**src/verilog/ptc_pkg.sv**
```systemverilog
// ptc_pkg: register map, command bits, field layout and timing constants
// for the precision time clock with rate trim.
// assumes a 200 MHz pclk and a 10 ns reference step derived from it.
package ptc_pkg;

   // register byte addresses on the apb slave
   localparam logic [11:0] ADDR_CMD = 12'h104;
   localparam logic [11:0] ADDR_SEC = 12'h110;
   localparam logic [11:0] ADDR_NS = 12'h114;
   localparam logic [11:0] ADDR_FRAC = 12'h118;
   localparam logic [11:0] ADDR_RATE = 12'h11c;
   localparam logic [11:0] ADDR_TEMP = 12'h120;
   localparam logic [11:0] ADDR_DUR = 12'h124;

   // field positions
   localparam int unsigned CMD_SNAP_BIT = 0;
   localparam int unsigned CMD_LOAD_BIT = 1;
   localparam int unsigned CMD_TEMP_BIT = 2;
   localparam int unsigned STAT_TEMP_BIT = 3;
   localparam int unsigned DIR_BIT = 31;
   localparam int unsigned NS_W = 30;
   localparam int unsigned TRIM_W = 30;

   // values after reset
   localparam logic [31:0] RST_WORD = 32'h0000_0000;
   localparam logic [29:0] RST_NS = 30'h0000_0000;
   localparam logic [29:0] RST_TRIM = 30'h0000_0000;

   // timing
   localparam int unsigned REF_PERIOD_NS = 10;
   localparam int unsigned PCLK_MHZ = 200;
   localparam int unsigned TICK_CYCLES = (REF_PERIOD_NS * PCLK_MHZ) / 1000;

   // nanosecond steps and rollover
   localparam logic [4:0] STEP_NOM = 5'h0a;
   localparam logic [4:0] STEP_SLOW = 5'h09;
   localparam logic [4:0] STEP_FAST = 5'h0b;
   localparam logic [29:0] NS_PER_SEC = 30'h3b9a_ca00;

endpackage

```
**src/verilog/ptc_tick_div.sv**
```systemverilog
// ptc_tick_div: divides pclk down to a one-cycle reference tick.
// assumes div is at least 1; div of 1 gives a tick every cycle.
`timescale 1ns/1ps
module ptc_tick_div #(
   parameter int unsigned DIV = ptc_pkg::TICK_CYCLES
)
(
   input wire logic pclk,
   input wire logic presetn,
   output logic tick
);

   localparam int unsigned CW = (DIV > 1) ? $clog2(DIV) : 1;
   localparam logic [CW-1:0] LAST = CW'(DIV - 1);

   logic [CW-1:0] cnt_q;

   always_ff @(posedge pclk or negedge presetn)
   begin
      if (!presetn)
      begin
         cnt_q <= '0;
      end
      else if (cnt_q == LAST)
      begin
         cnt_q <= '0;
      end
      else
      begin
         cnt_q <= cnt_q + CW'(1);
      end
   end

   // registered so the tick is glitch free
   always_ff @(posedge pclk or negedge presetn)
   begin
      if (!presetn)
      begin
         tick <= 1'b0;
      end
      else
      begin
         tick <= (cnt_q == LAST);
      end
   end

endmodule // ptc_tick_div

```
**src/verilog/ptc_time_clock.sv**
```systemverilog
// ptc_time_clock: seconds / nanoseconds / fraction time counter with
// permanent and temporary rate trim, snapshot and load, apb register slave.
// assumes an apb master on pclk; pready is always high (no wait states).
//
// How it works
// - reads of the three time registers return the copy taken when snapshot was commanded.
// - a load command copies the three time registers into the running time.
// - seconds is a full 32-bit read/write field that resets to zero.
// - nanoseconds is 30 bits wide in the low bits, resets to zero, upper two bits read zero.
// - the fraction is a 32-bit read/write field that resets to zero.
// - with no carry the nanoseconds advance by 10 on every 10 ns reference tick.
// - permanent direction 0 makes the trimmed step 9 ns, 1 makes it 11 ns.
// - every reference tick with no temporary trim running, the 30-bit permanent trim value is added to the fraction.
// - when the fraction carries out, that tick's step moves 1 ns in the chosen direction.
// - temporary direction 0 gives a 9 ns trimmed step, 1 gives 11 ns, while it is active.
// - while a temporary trim runs, its 30-bit value is added to the fraction each tick.
// - a fraction carry during a temporary trim makes the step 9 or 11 instead of 10.
// - a temporary trim lasts a programmed 32-bit number of reference ticks.
//
// Local design decision: the APB register port.
`timescale 1ns/1ps
module ptc_time_clock #(
   parameter int unsigned TICK_DIV = ptc_pkg::TICK_CYCLES
)
(
   input wire logic pclk,
   input wire logic presetn,
   input wire logic psel,
   input wire logic penable,
   input wire logic pwrite,
   input wire logic [11:0] paddr,
   input wire logic [31:0] pwdata,
   output logic [31:0] prdata,
   output logic pready,
   output logic pslverr,
   output logic [31:0] time_seconds_now,
   output logic [29:0] time_nanoseconds_now,
   output logic temporary_trim_active
);

   logic tick;
   logic hit;
   logic [31:0] rd_d;
   logic [31:0] prdata_q;
   logic wr_en;
   logic rd_setup;
   logic wr_cmd, wr_sec, wr_ns, wr_frac, wr_rate, wr_temp, wr_dur;
   logic snap_cmd, load_cmd, temp_go;

   // software-side copies of the time
   logic [31:0] sec_shadow_q;
   logic [29:0] ns_shadow_q;
   logic [31:0] frac_shadow_q;

   // running time
   logic [31:0] sec_live_q;
   logic [29:0] ns_live_q;
   logic [31:0] frac_live_q;

   // trim settings
   logic rate_trim_direction_q;
   logic [29:0] rate_trim_value_q;
   logic temporary_trim_direction_q;
   logic [29:0] temporary_trim_value_q;
   logic [31:0] duration_q;
   logic [31:0] temp_cnt_q;

   // step arithmetic
   logic temp_active;
   logic eff_dir;
   logic [29:0] eff_val;
   logic [32:0] frac_sum;
   logic carry;
   logic [4:0] step;
   logic [30:0] ns_sum;
   logic ns_wrap;
   logic [30:0] ns_wrapped;

   ptc_tick_div #(
      .DIV(TICK_DIV)
   ) u_tick (
      .pclk(pclk),
      .presetn(presetn),
      .tick(tick)
   );

   // apb decode
   assign wr_en = psel & penable & pwrite;
   assign rd_setup = psel & ~penable & ~pwrite;

   always_comb
   begin
      hit = 1'b1;
      rd_d = ptc_pkg::RST_WORD;
      if (paddr == ptc_pkg::ADDR_CMD)
      begin
         rd_d[ptc_pkg::STAT_TEMP_BIT] = temp_active;
      end
      else if (paddr == ptc_pkg::ADDR_SEC)
      begin
         rd_d = sec_shadow_q;
      end
      else if (paddr == ptc_pkg::ADDR_NS)
      begin
         rd_d = {2'h0, ns_shadow_q};
      end
      else if (paddr == ptc_pkg::ADDR_FRAC)
      begin
         rd_d = frac_shadow_q;
      end
      else if (paddr == ptc_pkg::ADDR_RATE)
      begin
         rd_d = {rate_trim_direction_q, 1'b0, rate_trim_value_q};
      end
      else if (paddr == ptc_pkg::ADDR_TEMP)
      begin
         rd_d = {temporary_trim_direction_q, 1'b0, temporary_trim_value_q};
      end
      else if (paddr == ptc_pkg::ADDR_DUR)
      begin
         rd_d = duration_q;
      end
      else
      begin
         hit = 1'b0;
      end
   end

   assign wr_cmd = wr_en & (paddr == ptc_pkg::ADDR_CMD);
   assign wr_sec = wr_en & (paddr == ptc_pkg::ADDR_SEC);
   assign wr_ns = wr_en & (paddr == ptc_pkg::ADDR_NS);
   assign wr_frac = wr_en & (paddr == ptc_pkg::ADDR_FRAC);
   assign wr_rate = wr_en & (paddr == ptc_pkg::ADDR_RATE);
   assign wr_temp = wr_en & (paddr == ptc_pkg::ADDR_TEMP);
   assign wr_dur = wr_en & (paddr == ptc_pkg::ADDR_DUR);

   // command bits are self clearing: they exist only as the write pulse
   assign snap_cmd = wr_cmd & pwdata[ptc_pkg::CMD_SNAP_BIT];
   assign load_cmd = wr_cmd & pwdata[ptc_pkg::CMD_LOAD_BIT];
   assign temp_go = wr_cmd & pwdata[ptc_pkg::CMD_TEMP_BIT];

   // read data is prepared in the setup phase so pready can stay high
   always_ff @(posedge pclk or negedge presetn)
   begin
      if (!presetn)
      begin
         prdata_q <= ptc_pkg::RST_WORD;
      end
      else if (rd_setup)
      begin
         prdata_q <= rd_d;
      end
   end

   assign prdata = prdata_q;
   assign pready = 1'b1;
   assign pslverr = psel & penable & ~hit;

   // shadow time registers: written by software or by a snapshot
   always_ff @(posedge pclk or negedge presetn)
   begin
      if (!presetn)
      begin
         sec_shadow_q <= ptc_pkg::RST_WORD;
         ns_shadow_q <= ptc_pkg::RST_NS;
         frac_shadow_q <= ptc_pkg::RST_WORD;
      end
      else if (snap_cmd)
      begin
         sec_shadow_q <= sec_live_q;
         ns_shadow_q <= ns_live_q;
         frac_shadow_q <= frac_live_q;
      end
      else
      begin
         if (wr_sec)
         begin
            sec_shadow_q <= pwdata;
         end
         if (wr_ns)
         begin
            ns_shadow_q <= pwdata[ptc_pkg::NS_W-1:0];
         end
         if (wr_frac)
         begin
            frac_shadow_q <= pwdata;
         end
      end
   end

   // trim settings
   always_ff @(posedge pclk or negedge presetn)
   begin
      if (!presetn)
      begin
         rate_trim_direction_q <= 1'b0;
         rate_trim_value_q <= ptc_pkg::RST_TRIM;
         temporary_trim_direction_q <= 1'b0;
         temporary_trim_value_q <= ptc_pkg::RST_TRIM;
         duration_q <= ptc_pkg::RST_WORD;
      end
      else
      begin
         if (wr_rate)
         begin
            rate_trim_direction_q <= pwdata[ptc_pkg::DIR_BIT];
            rate_trim_value_q <= pwdata[ptc_pkg::TRIM_W-1:0];
         end
         if (wr_temp)
         begin
            temporary_trim_direction_q <= pwdata[ptc_pkg::DIR_BIT];
            temporary_trim_value_q <= pwdata[ptc_pkg::TRIM_W-1:0];
         end
         if (wr_dur)
         begin
            duration_q <= pwdata;
         end
      end
   end

   // temporary trim duration, counted in reference ticks
   always_ff @(posedge pclk or negedge presetn)
   begin
      if (!presetn)
      begin
         temp_cnt_q <= ptc_pkg::RST_WORD;
      end
      else if (temp_go)
      begin
         temp_cnt_q <= duration_q;
      end
      else if (tick && temp_active)
      begin
         temp_cnt_q <= temp_cnt_q - 32'h1;
      end
   end

   assign temp_active = (temp_cnt_q != ptc_pkg::RST_WORD);
   assign temporary_trim_active = temp_active;

   // pick the trim in force for this tick
   assign eff_dir = temp_active ? temporary_trim_direction_q : rate_trim_direction_q;
   assign eff_val = temp_active ? temporary_trim_value_q : rate_trim_value_q;

   assign frac_sum = {1'b0, frac_live_q} + {3'h0, eff_val};
   assign carry = frac_sum[32];

   always_comb
   begin
      step = ptc_pkg::STEP_NOM;
      if (carry)
      begin
         // same encoding for both sources, eff_dir already chose which
         step = eff_dir ? ptc_pkg::STEP_FAST : ptc_pkg::STEP_SLOW;
      end
   end

   assign ns_sum = {1'b0, ns_live_q} + {26'h0, step};
   assign ns_wrap = (ns_sum >= {1'b0, ptc_pkg::NS_PER_SEC});
   assign ns_wrapped = ns_sum - {1'b0, ptc_pkg::NS_PER_SEC};

   // running time; a load wins over the tick of the same cycle
   always_ff @(posedge pclk or negedge presetn)
   begin
      if (!presetn)
      begin
         sec_live_q <= ptc_pkg::RST_WORD;
         ns_live_q <= ptc_pkg::RST_NS;
         frac_live_q <= ptc_pkg::RST_WORD;
      end
      else if (load_cmd)
      begin
         sec_live_q <= sec_shadow_q;
         ns_live_q <= ns_shadow_q;
         frac_live_q <= frac_shadow_q;
      end
      else if (tick)
      begin
         frac_live_q <= frac_sum[31:0];
         if (ns_wrap)
         begin
            ns_live_q <= ns_wrapped[29:0];
            sec_live_q <= sec_live_q + 32'h1;
         end
         else
         begin
            ns_live_q <= ns_sum[29:0];
         end
      end
   end

   assign time_seconds_now = sec_live_q;
   assign time_nanoseconds_now = ns_live_q;

   chk_snap_copies: assert property (
      @(posedge pclk) disable iff (!presetn)
      snap_cmd |=> (sec_shadow_q == $past(sec_live_q)) && (ns_shadow_q == $past(ns_live_q))
         && (frac_shadow_q == $past(frac_live_q)))
      else $error("snapshot did not copy running time");

   chk_load_replaces: assert property (
      @(posedge pclk) disable iff (!presetn)
      load_cmd |=> (sec_live_q == $past(sec_shadow_q)) && (ns_live_q == $past(ns_shadow_q))
         && (frac_live_q == $past(frac_shadow_q)))
      else $error("load did not replace running time");

   chk_sec_write: assert property (
      @(posedge pclk) disable iff (!presetn)
      wr_sec |=> sec_shadow_q == $past(pwdata))
      else $error("seconds write lost");

   chk_ns_reserved: assert property (
      @(posedge pclk) disable iff (!presetn)
      (rd_setup && paddr == ptc_pkg::ADDR_NS) |=> prdata[31:30] == 2'h0)
      else $error("nanoseconds reserved bits not zero");

   chk_frac_write: assert property (
      @(posedge pclk) disable iff (!presetn)
      (wr_frac && !snap_cmd) |=> frac_shadow_q == $past(pwdata))
      else $error("fraction write lost");

   chk_step_nominal: assert property (
      @(posedge pclk) disable iff (!presetn)
      (tick && !load_cmd && !carry && !ns_wrap) |=> ns_live_q == $past(ns_live_q) + 30'h0a)
      else $error("nominal step is not 10 ns");

   chk_step_trimmed: assert property (
      @(posedge pclk) disable iff (!presetn)
      (tick && !load_cmd && carry && !ns_wrap) |=>
         ns_live_q == $past(ns_live_q) + ($past(eff_dir) ? 30'h0b : 30'h09))
      else $error("trimmed step wrong");

   chk_frac_accum: assert property (
      @(posedge pclk) disable iff (!presetn)
      (tick && !load_cmd) |=> frac_live_q == $past(frac_live_q) + {2'h0, $past(eff_val)})
      else $error("fraction did not accumulate trim");

   chk_temp_runs: assert property (
      @(posedge pclk) disable iff (!presetn)
      (temp_go && duration_q != 32'h0) |=> temp_active && temp_cnt_q == $past(duration_q))
      else $error("temporary trim did not start");

   chk_temp_count: assert property (
      @(posedge pclk) disable iff (!presetn)
      (tick && temp_active && !temp_go) |=> temp_cnt_q == $past(temp_cnt_q) - 32'h1)
      else $error("temporary count did not decrement");

   chk_trim_select: assert property (
      @(posedge pclk) disable iff (!presetn)
      (tick && !load_cmd && !temp_active) |=>
         frac_live_q == $past(frac_live_q) + {2'h0, $past(rate_trim_value_q)})
      else $error("permanent trim not in force");

   chk_temp_select: assert property (
      @(posedge pclk) disable iff (!presetn)
      (tick && !load_cmd && temp_active) |=>
         frac_live_q == $past(frac_live_q) + {2'h0, $past(temporary_trim_value_q)})
      else $error("temporary trim not in force");

   chk_tick_spacing: assert property (
      @(posedge pclk) disable iff (!presetn)
      tick |=> !tick)
      else $error("reference tick faster than 10 ns");

endmodule // ptc_time_clock

```
**config.mk**
```make
export PLATFORM = sky130hd
export DESIGN_NAME = ptc_time_clock
export DESIGN_NICKNAME = d
export VERILOG_FILES = /design/src/verilog/ptc_pkg.sv /design/src/verilog/ptc_tick_div.sv /design/src/verilog/ptc_time_clock.sv
export SDC_FILE = /design/constraint.sdc
export NUM_CORES = 1
export LEC_CHECK = 0
export ABC_AREA = 1
export BUFFER_PORTS_ARGS = -buffer_cell sky130_fd_sc_hd__buf_2
export CORE_MARGIN = 2
export CORE_UTILIZATION = 40
export DETAILED_ROUTE_END_ITERATION = 16
export GPL_ROUTABILITY_DRIVEN = 0
export HOLD_SLACK_MARGIN = 0.12
export PLACE_DENSITY = 0.68
export RECOVER_POWER = 50
export SLEW_MARGIN = 20
export SYNTH_ARGS = -nofsm -noshare
export SYNTH_HDL_FRONTEND = slang
export SYNTH_SLANG_ARGS = --single-unit
```
**constraint.sdc**
```tcl
create_clock -name pclk -period 10.9 [get_ports pclk]
set_input_delay 2.18 -clock pclk [delete_from_list [all_inputs] [get_ports pclk]]
set_output_delay 2.18 -clock pclk [all_outputs]
set_load 0.05 [all_outputs]
```
# Word-level counts from Yosys, hierarchy flattened

Index checks and enable logic that the tools add are counted.

Add/subtract/negate cells: 6
Order comparisons: 1
Bitwise gates (word level): 18
Reductions and logical operators: 9
Equal/unequal tests: 7
Muxes and demuxes: 37

Operator list:

| operator               | number |
|---|---|
| $mux 32                | 17 |
| $mux 30                | 6 |
| $eq 12x9->1 const B    | 7 |
| $add 32x30->33         | 1 |
| $add 32x1->32 const B  | 1 |
| $reduce_bool 32->1     | 1 |
| $sub 32x1->32 const B  | 1 |
| $add 30x4->31          | 1 |
| $ge 31x30->1 const B   | 1 |
| $sub 30x30->30 const B | 1 |
| $mux 28                | 1 |
| $and 1x1->1            | 15 |
| $reduce_bool 2->1      | 6 |
| $mux 1                 | 10 |
| $mux 2                 | 2 |
| $mux 3                 | 1 |
| $not 1->1              | 3 |
| $reduce_and 2->1       | 1 |
| $add 1x1->1 const B    | 1 |
| $logic_and 1x1->1      | 1 |

Logic and storage cells: 93
Bits of input ports: 49
Register bits: 348

# Logic depth before layout (Yosys ltp)

Word-level depth: 10
Depth in mapped cells: 47
Depth with buffers taken out: 44

# Cells and area by module

Synthesis repeated with hierarchy kept, for this count alone.

Cell total of the unflattened synthesis: 2822
Area total of the unflattened synthesis: 20797.4 µm²

By module, submodules not included:

| module         | instances | cells an instance | area each (µm²) |
|---|---|---|---|
| ptc_time_clock | 1         | 2819              | 20743.6 |
| ptc_tick_div   | 1         | 3                 | 53.8 |

# Worst setup path before layout

OpenSTA, ideal clock, no wires.

Path kind: input port to output port
Start: input port paddr[8]
End: output port pslverr
Buffers on the path: 1
Cell stages on the path: 8
Path slack: 3430 ps
Data arrival time: 5290 ps
Cells stage by stage: inv_1 > nor2_1 > nand2_1 > nor3_1 > nand2_1 > nand2_1 > clkbuf_1 > a2111oi_0

Longest elaborated chain between the ends: 10
Elaborated cells on any way between the ends: 16
Classes of those cells: 7 x eq/ne; 7 x mux; 2 x bitwise

Ends and longest elaborated chain:

| what            | RTL line              | text |
|---|---|---|
| from (decl)     | ptc_time_clock.sv:31  | `input wire logic [11:0] paddr,` |
| $eq 12x9->1     | ptc_time_clock.sv:119 | `else if (paddr == ptc_pkg::ADDR_DUR)` |
| $mux 1          | ptc_time_clock.sv:119 |  |
| $mux 1          | ptc_time_clock.sv:115 | `else if (paddr == ptc_pkg::ADDR_TEMP)` |
| $mux 1          | ptc_time_clock.sv:111 | `else if (paddr == ptc_pkg::ADDR_RATE)` |
| $mux 1          | ptc_time_clock.sv:107 | `else if (paddr == ptc_pkg::ADDR_FRAC)` |
| $mux 1          | ptc_time_clock.sv:103 | `else if (paddr == ptc_pkg::ADDR_NS)` |
| $mux 1          | ptc_time_clock.sv:99  | `else if (paddr == ptc_pkg::ADDR_SEC)` |
| $mux 1 (*)      | ptc_time_clock.sv:95  | `if (paddr == ptc_pkg::ADDR_CMD)` |
| $not 1->1 (*)   | ptc_time_clock.sv:157 | `assign pslverr = psel & penable & ~hit;` |
| $and 1x1->1 (*) | ptc_time_clock.sv:157 |  |
| to (decl)       | ptc_time_clock.sv:35  | `output logic pslverr,` |

Mark *: on every way between the ends. The rest lies on a longest branch, timed or not.

# Final worst setup path

Start: register temp_cnt_q[12]
End: register sec_live_q[19] (netlist: time_seconds_now[19])

Longest elaborated chain between the ends: 8
Elaborated cells on any way between the ends: 10
Classes of those cells: 2 x add/sub; 1 x order compare; 4 x mux; 3 x reduce/logical

Ends and longest elaborated chain:

| what                                            | RTL line                                     | text |
|---|---|---|
| from (decl)                                     | ptc_time_clock.sv:66                         | `logic [31:0] temp_cnt_q;` |
| from (signal assigned)                          | ptc_time_clock.sv:226                        | `temp_cnt_q <= ptc_pkg::RST_WORD;` |
| from (signal assigned)                          | ptc_time_clock.sv:230                        | `temp_cnt_q <= duration_q;` |
| from (signal assigned)                          | ptc_time_clock.sv:234                        | `temp_cnt_q <= temp_cnt_q - 32'h1;` |
| $reduce_bool 32->1 (*)                          | ptc_time_clock.sv:238                        | `assign temp_active = (temp_cnt_q != ptc_pkg::RST_WORD);` |
| $mux 30 / $mux 1 (equally long branches)        | ptc_time_clock.sv:243, ptc_time_clock.sv:242 |  |
| $add 32x30->33 / $mux 2 (equally long branches) | ptc_time_clock.sv:245, ptc_time_clock.sv:254 |  |
| $mux 2 (*)                                      | ptc_time_clock.sv:251                        | `if (carry)` |
| $add 30x4->31 (*)                               | ptc_time_clock.sv:258                        | `assign ns_sum = {1'b0, ns_live_q} + {26'h0, step};` |
| $ge 31x30->1 (*)                                | ptc_time_clock.sv:259                        | `assign ns_wrap = (ns_sum >= {1'b0, ptc_pkg::NS_PER_SEC});` |
| $reduce_bool 2->1 (no source line) (*)          | --                                           |  |
| $reduce_and 2->1 (no source line) (*)           | --                                           |  |
| to (signal assigned)                            | ptc_time_clock.sv:267                        | `sec_live_q <= ptc_pkg::RST_WORD;` |
| to (signal assigned)                            | ptc_time_clock.sv:273                        | `sec_live_q <= sec_shadow_q;` |
| to (signal assigned)                            | ptc_time_clock.sv:283                        | `sec_live_q <= sec_live_q + 32'h1;` |
| to (decl)                                       | ptc_time_clock.sv:56                         | `logic [31:0] sec_live_q;` |

Marks and branches as above.
A chain may end at the register's enable or synchronous reset.

==> impl_metrics.csv <==
group,metric,value,unit
clocking,root_buffer,"clkbuf_16",
final_layout,drive_gt1_frac,0.07267,
synth,yosysSeqAreaShare,0.4168,
floorplan,io_pins,146,
synth,syn_area,20890,um^2
final_layout,syn2layout_area_growth,12.14,%
synth,synth.top_cell.area_share,0.4168,
clocking,cts_setup_buffers,0,
sta,setup_ws,2.354,ns
synth,async_flop_share,1.000,
critical_path,critical_path_class,"reg2reg",
sta,worst_pin_slew,4.364,ns
critical_path,critPathBufInv,8,
sta,slew_headroom,-1.909,
run_status,violations,"max-capacitance violations, max-slew violations",
pwr,peakVddDrop,0.1023,mV
synth,synth_ff_type,"dfrtp_1",
route,vias,20870,
global_route,antenna_found_initial,4,
synth,ys_top_cells_by_area,"dfrtp_1 (42%), nand2_1 (15%), inv_1 (6.1%)",
sta,period_needed,8.546,ns
critical_path,crit_family,"simple AND/OR/NAND/NOR gates",
floorplan,start_util,0.4056,
global_route,grt.total_usage,0.2855,
synth,ys_warn_count,0,
synth,syn_nets,2913,
critical_path,required,11.36,ns
synth,yosysMostFrequentCell,"nand2_1",
sta,post-route-period-util,0.7840,
synth,synth_cells,2826,
final_layout,fin_cells,3627,
clocking,clk_path_buf_depth,3,
placed_design,hpwlAfterDp,56.63,mm
critical_path,cp_common_cell,"nand2_1",
route,ant_nets,0,
sta,fmax,0.1170,GHz
sta,whs,0.3759,ns
critical_path,slowest_delay,0.80,ns
final_layout,nets,3002,
global_route,grt_max_degree,82,
placed_design,dp_cells,3553,
critical_path,cp_slowest_cell,"nand2_2",
synth,synthTopCellsByCount,"nand2_1 (848), dfrtp_1 (348), inv_1 (342)",
placed_design,port_buffers,144,
route,routed_wl,77.40,mm
floorplan,die_y,232.5,um
critical_path,worst_ep_arrival_time,9.00,ns
route,drc,0,
hold_path,hold_path_class,"reg2reg",
sta,rsz0062_at_grt,"false",
global_route,overflow,0,
run_status,outcome,"finished, violations left",
sta,drv_slew,350,
critical_path,end_kind,"register",
clocking,clock_latency,0.58,ns
global_route,grt_pass1_vias,19480,
placed_design,pre_cts_ws,2.639,ns
sta,clock-skew-final,0.02391,ns
clocking,cts-buffers-inserted,40,
sta,setup_tns,0,ns
pwr,leakagePower,0.01043,uW
synth,synth_cell_types,52,
clocking,cts_tree,"yes",
route,wl_per_cell,21.34,um
clocking,post_cts_resized,0,
route,firstDrtPassIters,6,
clocking,clock_sinks,348,
critical_path,start_kind,"register",
floorplan,core-area,51510,um^2
sta,hold_viol,0,
final_layout,nFillCells,5237,
synth,synth_area_per_cell,7.393,um^2
synth,yosys.area.top_type,"dfrtp_1",
clocking,cts-htree-levels,2,
route,drt_iter0_markers,2531,
floorplan,die_area,54070,um^2
clocking,path_clk_slew,0.06,ns
pwr,power.density,125.0,nW/um^2
sta,finalSetupViolCount,0,
floorplan,chipWidth,232.5,um
synth,synth_seq_cells,348,
synth,synth_edf_count,0,
flow_run,drv_cap,5,
global_route,grt_pass1_wl,117.8,mm
clocking,hold_buffers,0,
critical_path,path_max_fanout,38,
floorplan,rows,83,
route,routed_via_density,5.755,
-- worst reg2reg max path: cells and delay by family (launching register included) --
kind,cells,cell delay [ns]
AO/OA/AOI/OAI,2,0.18
adder cells (fa/ha/maj),4,1.18
buffers and inverters,8,1.22
flip-flops,1,0.41
AND/OR/NAND/NOR,26,5.45
-- path summary, 6_finish.rpt --
check	depth (start not counted)	end	slack (ns)	startpoint
worst min-delay path	0	u_tick.tick	0.38	u_tick.cnt_q
min in group asynchronous	1	prdata[30]	3.16	presetn
max in group asynchronous	3	frac_shadow_q[25]	2.45	presetn
worst min register to register	0	u_tick.tick	0.38	u_tick.cnt_q
worst max-delay path	40	time_seconds_now[19]	2.35	temp_cnt_q[12]
worst max register to register	40	time_seconds_now[19]	2.35	temp_cnt_q[12]
-- registers in the layout, summed over array words and instances (netlist names) --
name,flops
frac_shadow_q,32
temporary_trim_value_q,30
rate_trim_value_q,30
rate_trim_direction_q,1
ns_shadow_q,30
temp_cnt_q,32
time_seconds_now,32
u_tick.cnt_q,1
u_tick.tick,1
prdata,32
sec_shadow_q,32
duration_q,32
time_nanoseconds_now,30
frac_live_q,32
temporary_trim_direction_q,1
-- where the power goes --
part / switching [uW] / leakage [uW] / total, uW / internal (uW)
combinational: 148 / 0.00505 / 186 / 38.6
clock: 578 / 0.000662 / 1420 / 837
sequential: 23.7 / 0.00472 / 1330 / 1300
total: 749 / 0.0104 / 2930 / 2180
-- metrics by stage --
step / instance area [um^2] / utilization / power (uW)
after floorplan: 20890 / - / 1441
after global placement: 22210 / 0.4311 / 1537
after detailed placement: 22210 / 0.4311 / 1537
after CTS: 23560 / 0.4574 / 2940
after global routing: 23420 / 0.4547 / 3013
final: 23430 / 0.4548 / 2930
-- placed cells by master (no fill, tap or decap), types with 3 or more instances in the layout --
cell type and count:
nand2_1 847, o211ai_1 77, clkbuf_16 42, o21bai_1 6, dfrtp_1 348, buf_2 69
nand3_1 167, nor2_4 4, o22ai_1 3, nor2_1 155, nand2_2 15, nor2_2 14
o221ai_1 128, o21ai_1 12, inv_2 8, inv_1 342, nor4_1 11, o311ai_0 3
o2111ai_1 16, nor3_1 30, clkinv_2 6, clkbuf_1 90, nand3_2 5, a221oi_1 3
o21ai_0 240, o21a_1 3, clkinv_1 4, xor2_1 62, xnor2_1 17, nand4_1 26
ha_1 36, bufinv_16 4, or2_2 4, a21oi_1 88, clkbuf_8 5, buf_4 25
-- metal layers --
layer,track usage,part of all wire,up-vias
li1,-,-,9597
met1,0.3800,0.41,9960
met2,0.4321,0.44,1072
met3,0.06532,0.091,238
met4,0.1507,0.060,6
met5,0,0.00047,-
-- final cells by class --
type	instances	area (um^2)	share of cell area
tap	680	850.8	0.03632
clock buffer	58	1161	0.04956
multi-input combinational	1997	10350	0.4416
clock inverter	14	191.4	0.008171
inverter	355	1335	0.05699
sequential	348	8708	0.3717
antenna	2	5.005	0.0002136
timing repair buffer	173	829.5	0.03541
-- cell families after synthesis --
kind of cell | after synthesis | share of synthesized area
and+or+nand+nor | 1289 | 0.2562
AOI/OAI and AO/OA | 588 | 0.1796
DFF | 348 | 0.4168
adders and majority gates | 38 | 0.02348
buffers and inverters | 481 | 0.08954
xor gates and xnor gates | 79 | 0.03312
muxes | 2 | 0.001078
other | 1 | 0.0001795
(Power assumes the default switching activity.)
